--- src/inc/dpf_regs.svh ---
// register offsets, field limits, codes and timing for the drive supervisor
// assumes a 40 MHz control clock and an 8-bit byte address on the bus
`ifndef DPF_REGS_SVH
`define DPF_REGS_SVH
// ==========================================================
// register byte offsets
`define A_CTRL   8'h00
`define A_FAND   8'h04
`define A_OHD    8'h08
`define A_TEMP   8'h0C
`define A_FSPD   8'h10
`define A_STAT   8'h14
`define A_CLR    8'h18
// ==========================================================
// reset values and limits
`define OHD_RST  9'h001
`define OHD_MIN  9'h001
`define OHD_MAX  9'h12C
`define FAND_MAX 10'h258
`define FSPD_MAX 14'h2710
// ==========================================================
// thresholds (ohm, degrees C) and relay function code
`define R_TRIP   16'h0532
`define R_RESET  16'h0226
`define HS_THR   8'h5A
`define RLY_FN   7'h3B
// ==========================================================
// selector encodings
`define EXT_DEC  2'h0
`define EXT_CST  2'h1
`define EXT_KEEP 2'h2
`define OH_OFF   2'h0
`define OH_DEC   2'h1
`define FAN_RUN  2'h0
`define FAN_HOT  2'h2
// ==========================================================
// keypad fault codes; ground and external values are arbitrary
`define FC_NONE  8'h00
`define FC_GF    8'h3C
`define FC_EXT   8'h3D
`define FC_OH    8'h2E
// ==========================================================
// bus responses and timing
`define R_OK     2'h0
`define R_ERR    2'h2
`define CLK_HZ   40000000
`define SEC_S    1
`define SEC_CYC  (`CLK_HZ * `SEC_S)
`endif

--- src/inc/dpf_pkg.sv ---
// types shared by the drive protection and fire mode supervisor
// assumes the constants of dpf_regs.svh
package dpf_pkg;
  // fire mode states, one-hot
  typedef enum logic [2:0] {
    F_OFF   = 3'b001,
    F_ON    = 3'b010,
    F_LATCH = 3'b100
  } fire_t;
  // control word, low 23 bits of the control register
  typedef struct packed {
    logic [6:0] relay_fn;
    logic       fire_rev;
    logic [1:0] spd_src;
    logic       fire_nc;
    logic       fire_exit;
    logic       fire_en;
    logic [1:0] oh_sel;
    logic       big;
    logic [1:0] fan_mode;
    logic       safe_cst;
    logic       ext_run;
    logic [1:0] ext_sel;
    logic       gf_en;
  } cfg_t;
  // terminal inputs
  typedef struct packed {
    logic ext;
    logic safe;
    logic fire;
    logic lock;
  } pins_t;
  // measurements from the same clock domain
  typedef struct packed {
    logic [15:0] leak;
    logic [15:0] rated;
    logic [15:0] rt;
    logic        open;
    logic [7:0]  temp;
  } meas_t;
  // whole module state
  typedef struct packed {
    cfg_t        cfg;
    logic [9:0]  fan_dly;
    logic [8:0]  oh_dly;
    logic [7:0]  reach;
    logic [7:0]  ret;
    logic [13:0] spd;
    pins_t       s1;
    pins_t       s2;
    logic [25:0] sec;
    logic        tick;
    logic [10:0] fan_cnt;
    logic [8:0]  oh_cnt;
    fire_t       fire;
    logic        gf_f;
    logic        oh_f;
    logic        ext_f;
    logic        dec;
    logic        coast;
    logic        fault;
    logic [7:0]  code;
    logic        fan;
    logic        relay;
    logic        fa;
    logic        frev;
    logic        lock;
    logic        swf;
    logic        awrdy;
    logic        wrdy;
    logic        aw_h;
    logic        w_h;
    logic [7:0]  awaddr;
    logic [31:0] wdata;
    logic [3:0]  wstrb;
    logic        bvalid;
    logic [1:0]  bresp;
    logic        arrdy;
    logic        rvalid;
    logic [31:0] rdata;
    logic [1:0]  rresp;
  } st_t;
endpackage

--- src/core/drive_protection_fire_mode_supervisor.sv ---
// drive protection, cooling fan, temperature relay and fire mode supervisor
// assumes terminal pins are asynchronous, measurements share i_clk
//
// What this block does
// leakage above half rated current with protection on: ground code, coast, fault
// external fault input reacts by selector: decelerate, coast or keep running
// external fault checked always from power up, or only while running
// safety stop input stops by decelerating or coasting per selector
// fan mode 0 runs with drive, stops after stop exceeds off-delay
// fan mode 1 keeps the fan on permanently from power up
// fan mode 2 runs above heatsink threshold, stops when cool or delay ends
// large models have fan control disabled, fan simply runs
// overheat selector: 0 disabled, 1 decelerate, 2 coast
// thermistor above 1330 ohm for set delay trips with overheat code
// overheat fault may be cleared only below 550 ohm
// an unconnected thermistor reports the overheat code
// relay function 59 closes once inverter temperature exceeds reached level
// return level capped at reached level; relay opens at or below it
// fire trigger overrides run and speed, shows fire, stops the motor only on ground fault
// fire mode suppresses the listed software fault codes
// fire plus lock input ignores other inputs and refuses parameter writes
// fire exit either needs power cycle or follows trigger removal
// fire trigger polarity bit selects normally open or normally closed
// operator disables fire mode before changing trigger polarity
// fire speed source: fixed percentage up to 100.00, PID, or 4-20 mA
// fire mode direction setting gives forward or reverse
// overheat delay restarts when resistance falls back to trip level
//
// The address map and register access over AXI4-Lite were chosen for this implementation.
`timescale 1ns/1ps
`include "dpf_regs.svh"
module drive_protection_fire_mode_supervisor
  import dpf_pkg::*;
#(
  parameter int unsigned SEC_CYC = `SEC_CYC
)(
  // clock and reset
  input  wire logic        i_clk,
  input  wire logic        i_rst_n,
  // axi4-lite write address and data
  input  wire logic        i_awvalid,
  output logic             o_awready,
  input  wire logic [7:0]  i_awaddr,
  input  wire logic        i_wvalid,
  output logic             o_wready,
  input  wire logic [31:0] i_wdata,
  input  wire logic [3:0]  i_wstrb,
  // axi4-lite write response
  output logic             o_bvalid,
  input  wire logic        i_bready,
  output logic [1:0]       o_bresp,
  // axi4-lite read
  input  wire logic        i_arvalid,
  output logic             o_arready,
  input  wire logic [7:0]  i_araddr,
  output logic             o_rvalid,
  input  wire logic        i_rready,
  output logic [31:0]      o_rdata,
  output logic [1:0]       o_rresp,
  // terminals, measurements, drive state
  input  wire pins_t       i_pins,
  input  wire meas_t       i_meas,
  input  wire logic        i_running,
  input  wire logic        i_sw_vld,
  input  wire logic [7:0]  i_sw_code,
  // stop requests, fault and relay contacts
  output logic             o_stop_dec,
  output logic             o_stop_coast,
  output logic             o_fault,
  output logic [7:0]       o_code,
  output logic             o_fan_on,
  output logic             o_temp_relay,
  output logic             o_sw_fault,
  // fire mode override
  output logic             o_fire_active,
  output logic             o_fire_rev,
  output logic [1:0]       o_fire_src,
  output logic [13:0]      o_fire_spd,
  output logic             o_di_ignore,
  output logic             o_param_lock
);
  st_t         st;
  st_t         next_st;
  logic        trig;
  logic        fa;
  logic        clr;
  logic        rhot;
  logic        hs_hot;
  logic        ev;
  logic        safe;
  logic [7:0]  retc;
  logic [31:0] img;

  // ==========================================================
  // helpers
  // byte-lane merge of a write into the old register image
  function automatic logic [31:0] mrg(input logic [31:0] o, input logic [31:0] d,
                                      input logic [3:0] s);
    logic [31:0] r;
    r = o;
    for (int i = 0; i < 4; i++) begin
      if (s[i]) r[i*8 +: 8] = d[i*8 +: 8];
    end
    return r;
  endfunction

  // software faults that fire mode hides
  function automatic logic supp(input logic [7:0] c);
    case (c)
      8'h04, 8'h05, 8'h06, 8'h07, 8'h19: return 1'b1;
      8'h1A, 8'h1C, 8'h2E, 8'h31, 8'h3A: return 1'b1;
      default: return 1'b0;
    endcase
  endfunction

  // ==========================================================
  // next state
  always_comb begin
    next_st = st;
    clr     = 1'b0;
    img     = 32'h0000_0000;
    retc    = 8'h00;
    // pins pass two flops; s1 feeds only s2
    next_st.s1 = i_pins;
    next_st.s2 = st.s1;
    // one second enable; delays count whole ticks
    next_st.tick = 1'b0;
    if (st.sec == 26'(SEC_CYC - 1)) begin
      next_st.sec  = 26'h000_0000;
      next_st.tick = 1'b1;
    end else begin
      next_st.sec = st.sec + 26'h000_0001;
    end

    // fire mode; polarity bit is expected to change only while disabled
    trig = st.cfg.fire_en & (st.s2.fire ^ st.cfg.fire_nc);
    case (st.fire)
      F_OFF: if (trig) next_st.fire = st.cfg.fire_exit ? F_ON : F_LATCH;
      F_ON:  if (!trig) next_st.fire = F_OFF;
      F_LATCH: next_st.fire = F_LATCH;
      default: next_st.fire = F_OFF;
    endcase
    fa = (next_st.fire != F_OFF);
    next_st.lock = fa & st.s2.lock;

    // bus: retire answers the master has taken
    if (st.bvalid && i_bready) next_st.bvalid = 1'b0;
    if (st.rvalid && i_rready) next_st.rvalid = 1'b0;
    // address and data are caught in either order
    if (i_awvalid && st.awrdy) begin
      next_st.aw_h   = 1'b1;
      next_st.awaddr = i_awaddr;
    end
    if (i_wvalid && st.wrdy) begin
      next_st.w_h   = 1'b1;
      next_st.wdata = i_wdata;
      next_st.wstrb = i_wstrb;
    end
    // write once both halves are in and no response is pending
    if (next_st.aw_h && next_st.w_h && !next_st.bvalid) begin
      next_st.aw_h   = 1'b0;
      next_st.w_h    = 1'b0;
      next_st.bvalid = 1'b1;
      next_st.bresp  = `R_OK;
      if (next_st.lock) next_st.bresp = `R_ERR;
      else begin
        case (next_st.awaddr)
          `A_CTRL: begin
            img = mrg({9'h000, st.cfg}, next_st.wdata, next_st.wstrb);
            next_st.cfg = cfg_t'(img[22:0]);
          end
          `A_FAND: begin
            img = mrg({22'h0, st.fan_dly}, next_st.wdata, next_st.wstrb);
            next_st.fan_dly = (img[31:10] != 22'h0 || img[9:0] > `FAND_MAX) ?
                              `FAND_MAX : img[9:0];
          end
          `A_OHD: begin
            img = mrg({23'h0, st.oh_dly}, next_st.wdata, next_st.wstrb);
            if (img[31:9] != 23'h0 || img[8:0] > `OHD_MAX) next_st.oh_dly = `OHD_MAX;
            else if (img[8:0] < `OHD_MIN) next_st.oh_dly = `OHD_MIN;
            else next_st.oh_dly = img[8:0];
          end
          `A_TEMP: begin
            img = mrg({16'h0, st.ret, st.reach}, next_st.wdata, next_st.wstrb);
            next_st.reach = img[7:0];
            next_st.ret   = img[15:8];
          end
          `A_FSPD: begin
            img = mrg({18'h0, st.spd}, next_st.wdata, next_st.wstrb);
            next_st.spd = (img[31:14] != 18'h0 || img[13:0] > `FSPD_MAX) ?
                          `FSPD_MAX : img[13:0];
          end
          `A_CLR: clr = next_st.wdata[0] & next_st.wstrb[0];
          default: next_st.bresp = `R_ERR;
        endcase
      end
    end
    // read answers one cycle after the address is taken
    if (i_arvalid && st.arrdy) begin
      next_st.rvalid = 1'b1;
      next_st.rresp  = `R_OK;
      case (i_araddr)
        `A_CTRL: next_st.rdata = {9'h000, st.cfg};
        `A_FAND: next_st.rdata = {22'h0, st.fan_dly};
        `A_OHD:  next_st.rdata = {23'h0, st.oh_dly};
        `A_TEMP: next_st.rdata = {16'h0, st.ret, st.reach};
        `A_FSPD: next_st.rdata = {18'h0, st.spd};
        `A_STAT: next_st.rdata = {14'h0, st.ext_f, st.gf_f, st.oh_f, st.lock,
                                  st.fa, st.relay, st.fan, st.dec, st.coast,
                                  st.fault, st.code};
        `A_CLR:  next_st.rdata = 32'h0000_0000;
        default: begin
          next_st.rdata = 32'h0000_0000;
          next_st.rresp = `R_ERR;
        end
      endcase
    end
    next_st.awrdy = !next_st.aw_h;
    next_st.wrdy  = !next_st.w_h;
    next_st.arrdy = !next_st.rvalid;

    // ground fault; a present condition wins over a clear
    if (clr) next_st.gf_f = 1'b0;
    if (st.cfg.gf_en && {i_meas.leak, 1'b0} > {1'b0, i_meas.rated}) next_st.gf_f = 1'b1;

    // external fault, gated by detection timing
    ev = st.s2.ext & !next_st.lock & (!st.cfg.ext_run | i_running);
    if (clr) next_st.ext_f = 1'b0;
    if (ev) next_st.ext_f = 1'b1;
    safe = st.s2.safe & !next_st.lock;

    // motor thermistor: delay restarts whenever resistance falls back
    rhot = i_meas.rt > `R_TRIP;
    if (!rhot) next_st.oh_cnt = 9'h000;
    else if (st.tick && st.oh_cnt < st.oh_dly) next_st.oh_cnt = st.oh_cnt + 9'h001;
    if (clr && i_meas.rt < `R_RESET && !i_meas.open) next_st.oh_f = 1'b0;
    if (st.cfg.oh_sel != `OH_OFF && !fa &&
        (i_meas.open || (rhot && st.oh_cnt >= st.oh_dly)))
      next_st.oh_f = 1'b1;

    // cooling fan
    hs_hot = i_meas.temp > `HS_THR;
    if (st.cfg.big) begin
      next_st.fan     = 1'b1;
      next_st.fan_cnt = 11'h000;
    end else begin
      case (st.cfg.fan_mode)
        `FAN_RUN: begin
          if (i_running) begin
            next_st.fan     = 1'b1;
            next_st.fan_cnt = 11'h000;
          end else begin
            if (st.tick && st.fan_cnt <= {1'b0, st.fan_dly})
              next_st.fan_cnt = st.fan_cnt + 11'h001;
            if (next_st.fan_cnt > {1'b0, st.fan_dly}) next_st.fan = 1'b0;
          end
        end
        `FAN_HOT: begin
          if (!hs_hot) begin
            next_st.fan     = 1'b0;
            next_st.fan_cnt = 11'h000;
          end else begin
            if (st.tick && st.fan_cnt <= {1'b0, st.fan_dly})
              next_st.fan_cnt = st.fan_cnt + 11'h001;
            next_st.fan = (next_st.fan_cnt <= {1'b0, st.fan_dly});
          end
        end
        default: begin
          next_st.fan     = 1'b1;
          next_st.fan_cnt = 11'h000;
        end
      endcase
    end

    // temperature relay with hysteresis; return level capped at reached
    retc = (st.ret > st.reach) ? st.reach : st.ret;
    if (st.cfg.relay_fn != `RLY_FN) next_st.relay = 1'b0;
    else if (i_meas.temp > st.reach) next_st.relay = 1'b1;
    else if (i_meas.temp <= retc) next_st.relay = 1'b0;

    // stop requests; only ground fault still stops during fire mode
    next_st.coast = next_st.gf_f | (!fa & ((next_st.oh_f & st.cfg.oh_sel[1]) |
                    (next_st.ext_f & st.cfg.ext_sel == `EXT_CST) |
                    (safe & st.cfg.safe_cst)));
    next_st.dec = !next_st.coast & !fa & ((next_st.oh_f & st.cfg.oh_sel == `OH_DEC) |
                  (next_st.ext_f & st.cfg.ext_sel == `EXT_DEC) |
                  (safe & !st.cfg.safe_cst));
    next_st.fault = next_st.gf_f | next_st.oh_f |
                    (next_st.ext_f & st.cfg.ext_sel != `EXT_KEEP);
    next_st.code = next_st.gf_f ? `FC_GF : next_st.oh_f ? `FC_OH :
                   next_st.ext_f ? `FC_EXT : `FC_NONE;
    next_st.swf  = i_sw_vld & !(fa & supp(i_sw_code));
    next_st.fa   = fa;
    next_st.frev = fa & st.cfg.fire_rev;
  end

  // ==========================================================
  // state register
  // synchronous reset; the fire latch leaves only through reset
  always_ff @(posedge i_clk) begin
    if (!i_rst_n) begin
      st        <= '0;
      st.fire   <= F_OFF;
      st.oh_dly <= `OHD_RST;
    end else begin
      st <= next_st;
    end
  end

  // ==========================================================
  // outputs straight from state
  assign o_awready     = st.awrdy;
  assign o_wready      = st.wrdy;
  assign o_bvalid      = st.bvalid;
  assign o_bresp       = st.bresp;
  assign o_arready     = st.arrdy;
  assign o_rvalid      = st.rvalid;
  assign o_rdata       = st.rdata;
  assign o_rresp       = st.rresp;
  assign o_stop_dec    = st.dec;
  assign o_stop_coast  = st.coast;
  assign o_fault       = st.fault;
  assign o_code        = st.code;
  assign o_fan_on      = st.fan;
  assign o_temp_relay  = st.relay;
  assign o_sw_fault    = st.swf;
  assign o_fire_active = st.fa;
  assign o_fire_rev    = st.frev;
  assign o_fire_src    = st.cfg.spd_src;
  assign o_fire_spd    = st.spd;
  assign o_di_ignore   = st.lock;
  assign o_param_lock  = st.lock;
endmodule

--- config.mk ---
export PLATFORM = sky130hd
export DESIGN_NAME = drive_protection_fire_mode_supervisor
export DESIGN_NICKNAME = d
export VERILOG_FILES = /design/src/inc/dpf_pkg.sv /design/src/core/drive_protection_fire_mode_supervisor.sv
export VERILOG_INCLUDE_DIRS = /design/src /design/src/inc
export SDC_FILE = /design/constraint.sdc
export NUM_CORES = 1
export LEC_CHECK = 0
export BUFFER_PORTS_ARGS = -buffer_cell sky130_fd_sc_hd__buf_2
export CELL_PAD_IN_SITES_DETAIL_PLACEMENT = 2
export CELL_PAD_IN_SITES_GLOBAL_PLACEMENT = 2
export CORE_MARGIN = 8
export CORE_UTILIZATION = 36
export CTS_CLUSTER_DIAMETER = 150
export CTS_CLUSTER_SIZE = 14
export DETAILED_ROUTE_END_ITERATION = 8
export HOLD_SLACK_MARGIN = 0.05
export PLACE_DENSITY_LB_ADDON = 0.1
export SETUP_SLACK_MARGIN = 0.3
export SLEW_MARGIN = 10
export SYNTH_ARGS = -nofsm -noshare
export SYNTH_HDL_FRONTEND = slang
export SYNTH_SLANG_ARGS = --single-unit
export TNS_END_PERCENT = 100
--- constraint.sdc ---
create_clock -name i_clk -period 8.3 [get_ports i_clk]
set_clock_uncertainty 0.1 [all_clocks]
set_input_delay 1.245 -clock i_clk [delete_from_list [all_inputs] [get_ports i_clk]]
set_output_delay 1.245 -clock i_clk [all_outputs]
set_load 0.03 [all_outputs]
# Word-level counts from Yosys, hierarchy flattened
# Cells that the tools add are included.
[totals]
register_bits = 237
output_inout_bits = 75
wordCells = 293
[op_classes]
addsub = 3
order_cmp = 16
n_eq_ne = 32
n_mux = 97
bitwise = 30
n_reduce_logical = 56
[ops]
columns = ["operator", "count"]
rows = [
  ["$mux 8", 46],
  ["$pmux 23 s6", 1],
  ["$mux 11", 9],
  ["$eq 8x5->1 const B", 8],
  ["$eq 8x3->1 const B", 6],
  ["$mux 36", 1],
  ["$mux 35", 1],
  ["$eq 8x4->1 const B", 4],
  ["$add 26x1->26 const B", 1],
  ["$eq 26x26->1 const B", 1],
  ["$eq 8x6->1 const B", 3],
  ["$reduce_bool 23->1", 1],
  ["$le 11x10->1", 2],
  ["$pmux 11 s2", 1],
  ["$reduce_bool 22->1", 1],
  ["$mux 1", 21],
  ["$reduce_and 4->1", 5],
  ["$and 1x1->1", 19],
  ["$mux 6", 3],
  ["$mux 9", 2],
  ["$reduce_bool 18->1", 1],
  ["$gt 17x16->1", 1],
  ["$gt 16x11->1 const B", 1],
  ["$gt 8x8->1", 2],
  ["other kinds (43)", 93],
]

# Longest topological paths before layout
# Gate-level depths: netlist (run 1).
[depth]
word_depth = 20
ltp_mapped = 18

# Worst setup path after synthesis (run 1)
# No wires, ideal clock.
[synth_path]
kind = "input -> register"
start = "in i_meas[35] (netlist bit)"
end = "reg st, in the netlist o_code[0]"
t_arrival_ns = 3.421
required_ns = 8.137
path_slack_ns = 4.716
path_stages = 9
path_buffers = 0
cell_sequence = "inv_1 > ha_1 > a21oi_1 > nor2_1 > a2111oi_4 > o22ai_1 > or4_1 > a222oi_1 > and4_1"
[synth_between]
elab_chain_len = 4
[synth_rtl]
columns = ["item", "line", "text"]
rows = [
  ["from (decl)", "drive_protection_fire_mode_supervisor.sv:62", "input wire meas_t i_meas,"],
  ["$gt 17x16->1", "drive_protection_fire_mode_supervisor.sv:224", "if (st.cfg.gf_en && {i_meas.leak, 1'b0} > {1'b0, i_meas.rated}) next_st.gf_f = 1'b1;"],
  ["$logic_and 1x1->1", "drive_protection_fire_mode_supervisor.sv:224", ""],
  ["$mux 1", "drive_protection_fire_mode_supervisor.sv:224", ""],
  ["$reduce_or 3->1 (no source line)", "--", ""],
  ["to (signal assigned)", "drive_protection_fire_mode_supervisor.sv:306", "st <= next_st;"],
  ["to (decl)", "drive_protection_fire_mode_supervisor.sv:82", "st_t st;"],
]
# Every way passes these cells.
# A chain may end at the register's enable or synchronous reset.

# Worst setup path in the final report (run 1)
[layout_path]
start = "in i_wvalid"
end = "reg st, in the netlist o_fire_spd[7]"
[layout_between]
elab_chain_len = 9
[layout_rtl]
columns = ["item", "line", "text"]
rows = [
  ["from (decl)", "drive_protection_fire_mode_supervisor.sv:44", "input wire logic i_wvalid,"],
  ["$logic_and 1x1->1 (*)", "drive_protection_fire_mode_supervisor.sv:154", "if (i_wvalid && st.wrdy) begin"],
  ["$mux 36", "drive_protection_fire_mode_supervisor.sv:154", ""],
  ["$mux 8", "drive_protection_fire_mode_supervisor.sv:102", "if (s[i]) r[i*8 +: 8] = d[i*8 +: 8];"],
  ["$mux 8", "drive_protection_fire_mode_supervisor.sv:167", "case (next_st.awaddr)"],
  ["$mux 8", "drive_protection_fire_mode_supervisor.sv:165", "if (next_st.lock) next_st.bresp = `R_ERR;"],
  ["$mux 8", "drive_protection_fire_mode_supervisor.sv:160", "if (next_st.aw_h && next_st.w_h && !next_st.bvalid) begin"],
  ["$gt 14x14->1 (no source line) or $reduce_bool 18->1 (tied branches)", "--", ""],
  ["$logic_or 1x1->1 (no source line)", "--", ""],
  ["$mux 14", "drive_protection_fire_mode_supervisor.sv:190", "next_st.spd = (img[31:14] != 18'h0 || img[13:0] > `FSPD_MAX) ?"],
]
# Every way passes the cells marked *; elsewhere a longest branch is shown, timed or not. The select of a mux whose other input is x is not followed.

==> impl_metrics.toml, run 1 <==
[status]
outcome = "finished, final reports clean"

[detailed_routing]
drcViolationCount = 0
wl_um = 46700
drt-initial-drc-count = 635
ant_nets = 0
first_pass_iters = 5
wl_per_cell_um = 23.0
num_vias = 11400
viasPerCell = 5.62

[grt]
grt_first_pass_wirelength_um = 73200
grt_max_degree = 81
grt_pass1_vias = 12400
grt_use_total_pct = 22.5
grt-ovfl-total = 0
antenna_found_initial = 5

[clock_tree]
cts_tree = "built"
cts.reportedPaths.clkPinSlew_ns = 0.08
root_buffer = "clkbuf_16"
clkLatencyLatePin_ns = 0.52
clk_path_buf_depth = 3
hold_buffers = 0
htree_levels = 1
cts.sinks = 222
cts_setup_buffers = 0
numCtsBuffers = 19
ctsResizeCount = 0

[worst_setup_path]
crit_fanout = 42
reg2reg_slack_ns = 4.15
cp.arrival_ns = 4.61
end_kind = "flip-flop"
startpoint_type = "input pin"
worstSetupPathType = "in2reg"
critical_path_required_ns = 8.64

[floorplan]
rows = 67
initial_core_util_pct = 36.5
io_pins = 205
die_x_um = 200
core-area_um2 = 33400
dieArea_um2 = 40100
floorplan.die.height_um = 200

[pwr]
irDropWorstVdd_uv = 116
cellPowerDensity_nw_per_um2 = 165
leakagePower_nw = 5.88

[yosys]
synth_seq_cells = 222
synth_edf_count = 0
synthFlopType = "dfxtp_1"
synthesis.area_um2 = 12200
synth_cell_types = 84
netlist_instances = 1467
yosysSeqAreaShare_pct = 36.4
yosysTopAreaCell = "dfxtp_1"
yosys_warnings = 0
synthTopCellsByArea = "dfxtp_1, ha_1, nand2_1, nor2_1, buf_4"
async_flop_share_pct = 0
synth.top_cell.area_share_pct = 36.4
syn_avg_cell_area_um2 = 8.33

[sta]
setup_viol = 0
fin_crit_ns = 4.27
fin_setup_tns_ns = 0
slew_headroom_pct = 18.7
slew_viol_final = 0
tightestPinTransition_ns = 1.22
rsz0062_at_grt = "false"
max_freq_mhz = 234
fin_crit_sh_pct = 51.4
fin_ws_ns = 4.03
hold_viol_final = 0

[finish]
nets = 1784
most-common-layout-cells = "dfxtp_1, buf_2, nand2_1, nor2_1, o21ai_0"
synthToLayoutAreaGrowth_pct = 12.0
final_common_cell = "dfxtp_1"
drive_above_1_share_pct = 17.0

[place]
gp_congestion = 0.887
hpwl_um = 36800
pre_cts_ws_ns = 3.57
port_buffers = 191

[job]
cap_viol_max_count = 0

[hold_path]
min_path_type = "reg2reg"
## kinds of logic (layout without fill, tap and decap cells)
logic type / after synthesis / count (layout) / share of synthesized area [%]
AND/OR/NAND/NOR: 546 / 546 / 21.9
AO/OA/AOI/OAI: 347 / 347 / 19.6
XOR/XNOR: 37 / 37 / 2.65
other: 1 / 14 / 0.0307
buffers and inverters: 195 / 299 / 8.15
multiplexers: 48 / 48 / 4.04
adder cells (fa/ha/maj): 71 / 71 / 7.27
flip-flops: 222 / 222 / 36.4
## final timing paths
kind	startpoint	end	cells past startpoint
min	next_st[157]	st[157]	1
min reg2reg	next_st[157]	st[157]	1
max	i_wvalid	o_fire_spd[7]	8
max reg2reg	o_wready	o_fire_spd[7]	7
## registers in the layout, summed over array words and instances (netlist names), 2 cells and up
name        count
o_fire_spd     14
o_rdata        23
next_st         4
o_code          4
o_fire_src      2
st            159
## cells in the mapped netlist (19+ instances only)
| cell | n |
|---|---|
| dfxtp_1 | 222 |
| nand2_1 | 159 |
| nor2_1 | 138 |
| o21ai_0 | 78 |
| inv_1 | 75 |
| ha_1 | 71 |
| a21oi_1 | 67 |
| buf_4 | 64 |
| nand3_1 | 53 |
| clkbuf_1 | 41 |
| mux2i_1 | 37 |
| a31oi_1 | 34 |
| nand4_1 | 31 |
| and3_1 | 27 |
| and2_1 | 26 |
| xnor2_1 | 23 |
| nor3_1 | 20 |
| nor2b_1 | 19 |
## metal layers
layer,vias to the layer above,global-route usage [%],share of wire (%)
met5,-,0,0.099
met4,8,6.06,2.6
met3,78,3.03,3.9
met2,253,39.1,48
met1,5676,28.9,45
li1,5400,-,-
## area by class of cell
cell class,instances,area [µm²]
fill,3819,19800
multi-input combinational,1062,6860
sequential,222,4440
timing repair buffer,202,1040
tap,448,561
clock buffer,20,489
inverter,76,285
clock inverter,1,8.76
antenna,1,2.50
## power by group
| part | switching [W] | internal [W] |
|---|---|---|
| Clock | 0.000415 | 0.000418 |
| Combinational | 0.000204 | 0.000101 |
| Sequential | 0.0000234 | 0.00109 |
## through the flow
step	instances	utilization, %	total power, W	hold slack [ns]	area (µm²)
3_3_place_gp	2010	39.4	0.00143	0.320	13200
2_1_floorplan	1479	-	0.00134	0.312	12300
4_1_cts	2031	40.9	0.00228	0.339	13700
5_1_grt	2032	40.9	0.00234	0.357	13700
3_5_place_dp	2010	39.4	0.00144	0.322	13200
6_report	2032	40.9	0.00225	0.336	13700
## worst max-delay path, stage by stage
cell,delay [ns]
buf_2,0.40
and2_2,0.88
o21ai_1,0.45
nor4_1,0.37
a31oi_1,0.21
o21ai_2,0.55
a21oi_1,0.27
o21ai_0,0.21
Note: power is estimated with default switching activity, not from simulation.
==> run 2, diff against run 1 <==
--- a/config.mk
+++ b/config.mk
@@ -10,7 +10,7 @@
 export CELL_PAD_IN_SITES_DETAIL_PLACEMENT = 2
 export CELL_PAD_IN_SITES_GLOBAL_PLACEMENT = 2
 export CORE_MARGIN = 8
-export CORE_UTILIZATION = 36
+export CORE_UTILIZATION = 30
 export CTS_CLUSTER_DIAMETER = 150
 export CTS_CLUSTER_SIZE = 14
 export DETAILED_ROUTE_END_ITERATION = 8
==> constraint.sdc (replaced) <==
create_clock -name i_clk -period 3.9 [get_ports i_clk]
set_clock_uncertainty 0.1 [all_clocks]
set_input_delay 0.585 -clock i_clk [delete_from_list [all_inputs] [get_ports i_clk]]
set_output_delay 0.585 -clock i_clk [all_outputs]
set_load 0.03 [all_outputs]
==> run 2 against run 1 <==
Flip-flop and latch count is the same; sequential power grew 110%; global-route usage shrank 2.1 points; combinational power grew 130%; clock power grew 120%; highest routed layer unchanged.
==> impl_metrics.toml, run 2 (same netlist as run 1, synthesis figures left out) <==
[detailed_routing]
drt-initial-drc-count = 599
drcViolationCount = 0
ant_nets = 0
wl_um = 49900
first_pass_iters = 5
viasPerCell = 5.35
num_vias = 11500
wl_per_cell_um = 23.2

[clock_tree]
numCtsBuffers = 19
root_buffer = "clkbuf_16"
cts_tree = "built"
clkLatencyLatePin_ns = 0.52
clk_path_buf_depth = 3
htree_levels = 1
cts.reportedPaths.clkPinSlew_ns = 0.08
cts.sinks = 222
hold_buffers = 0

[sta]
rsz0062_at_grt = "false"
setup_viol = 0
hold_viol_final = 0
fin_crit_ns = 3.46
slew_headroom_pct = 31.7
max_freq_mhz = 289
slew_viol_final = 0
tightestPinTransition_ns = 1.02
fin_crit_sh_pct = 88.7
fin_hold_ws_ns = 0.185
fin_setup_tns_ns = 0

[worst_setup_path]
startpoint_type = "flip-flop"
crit_top_cell = "o21a_1"
crit_path_cell_trace = "ha_4 > a21o_1 > a211oi_4 > o211ai_1 > o21ai_2 > nand2_2 > mux2_4 > ha_1 > nor2b_2 > o21a_1 > o21a_1 > o21ai_0 > a211oi_1 > o21ai_1 > a32o_1"
path_depth = 15
critical_path_required_ns = 4.26
end_kind = "flip-flop"
rr_worst_depth = 15
worstSetupPathType = "reg2reg"
path_buf_inv = 0
critPathTopFamily = "compound AO/OA/AOI/OAI gates"
cp.arrival_ns = 3.82
max_stage_delay_ns = 0.42
crit_fanout = 4
cp_slowest_cell = "dfxtp_1"

[job]
cap_viol_max_count = 0

[floorplan]
dieArea_um2 = 47400
core-area_um2 = 40600
initial_core_util_pct = 30.1
io_pins = 205
floorplan.die.height_um = 218
rows = 74
die_x_um = 218

[grt]
grt_use_total_pct = 20.4
grt_max_degree = 65
grt_first_pass_wirelength_um = 75600
grt-ovfl-total = 0
grt_pass1_vias = 12400
antenna_found_initial = 6

[place]
port_buffers = 191
hpwl_um = 39700
dp.cells = 2125
gp_congestion = 0.832

[finish]
drive_above_1_share_pct = 19.4
finalNonFillerCells = 2149
synthToLayoutAreaGrowth_pct = 15.4
nets = 1818
largest_reg_flops = 159
most-common-layout-cells = "dfxtp_1, buf_2, nand2_1, nor2_1, o21ai_0"
seqCellArea_um2 = 4450
final_util_pct = 34.8
multi_input_area_um2 = 6910
regMostFlops = "st"
antenna_cells = 0
final_common_cell = "dfxtp_1"
n_fill_cell = 4714

[pwr]
irDropWorstVdd_uv = 270
power.total_w = 0.00486
leakagePower_nw = 6.05
cellPowerDensity_nw_per_um2 = 344

[status]
outcome = "finished, final reports clean"

[hold_path]
min_path_type = "in2reg"
worstHoldPathCells = 2
-- run 2: through the flow --
step	cell area (µm²)	setup slack [ns]
5_1_grt	14100	0.316
6_report	14100	0.442
3_5_place_dp	13500	0.116
2_1_floorplan	12300	0.515
4_1_cts	14000	0.282
3_3_place_gp	13500	0.212
-- run 2: layout make-up --
class,count,area share [%]
multi-input combinational,1062,49.0
tap,532,4.72
clock inverter,1,0.0621
sequential,222,31.6
clock buffer,20,3.47
timing repair buffer,236,9.18
inverter,76,2.03
-- run 2: worst reg2reg max path: cells and delay by family (launching register included) --
family                   cells  cell delay, ns
AO/OA/AOI/OAI               10            1.79
adder cells (fa/ha/maj)      2            0.54
flip-flops                   1            0.42
multiplexers                 1            0.33
AND/OR/NAND/NOR              2            0.24
-- run 2: metal layers --
| layer | up-vias | track usage, % | share of wire [%] |
|---|---|---|---|
| li1 | 5470 | - | - |
| met2 | 228 | 35.9 | 49 |
| met4 | 8 | 6.05 | 2.9 |
| met5 | - | 0 | 0.10 |
| met1 | 5720 | 25.4 | 43 |
| met3 | 77 | 3.26 | 4.6 |
-- run 2: timing repair --
action                                 in CTS  in global routing
setup buffers                               0                  3
resized for setup                           4                 10
pin swaps                                   2                  6
endpoints found under the hold margin       0                  0
setup endpoints to repair                   2                  2
-- run 2: final timing paths --
path,startpoint,to,slack [ns]
worst max register to register,st[127],o_fan_on,0.44
worst max-delay path,st[127],o_fan_on,0.44
worst min-delay path,i_pins[0],next_st[157],0.18
worst min register to register,next_st[159],st[159],0.34
-- run 2: power by group --
group	internal, W	total [W]	switching, W
sequential	0.00232	0.00237	0.0000429
combinational	0.000232	0.000695	0.000463
clock	0.000890	0.00180	0.000906
total	0.00344	0.00486	0.00141
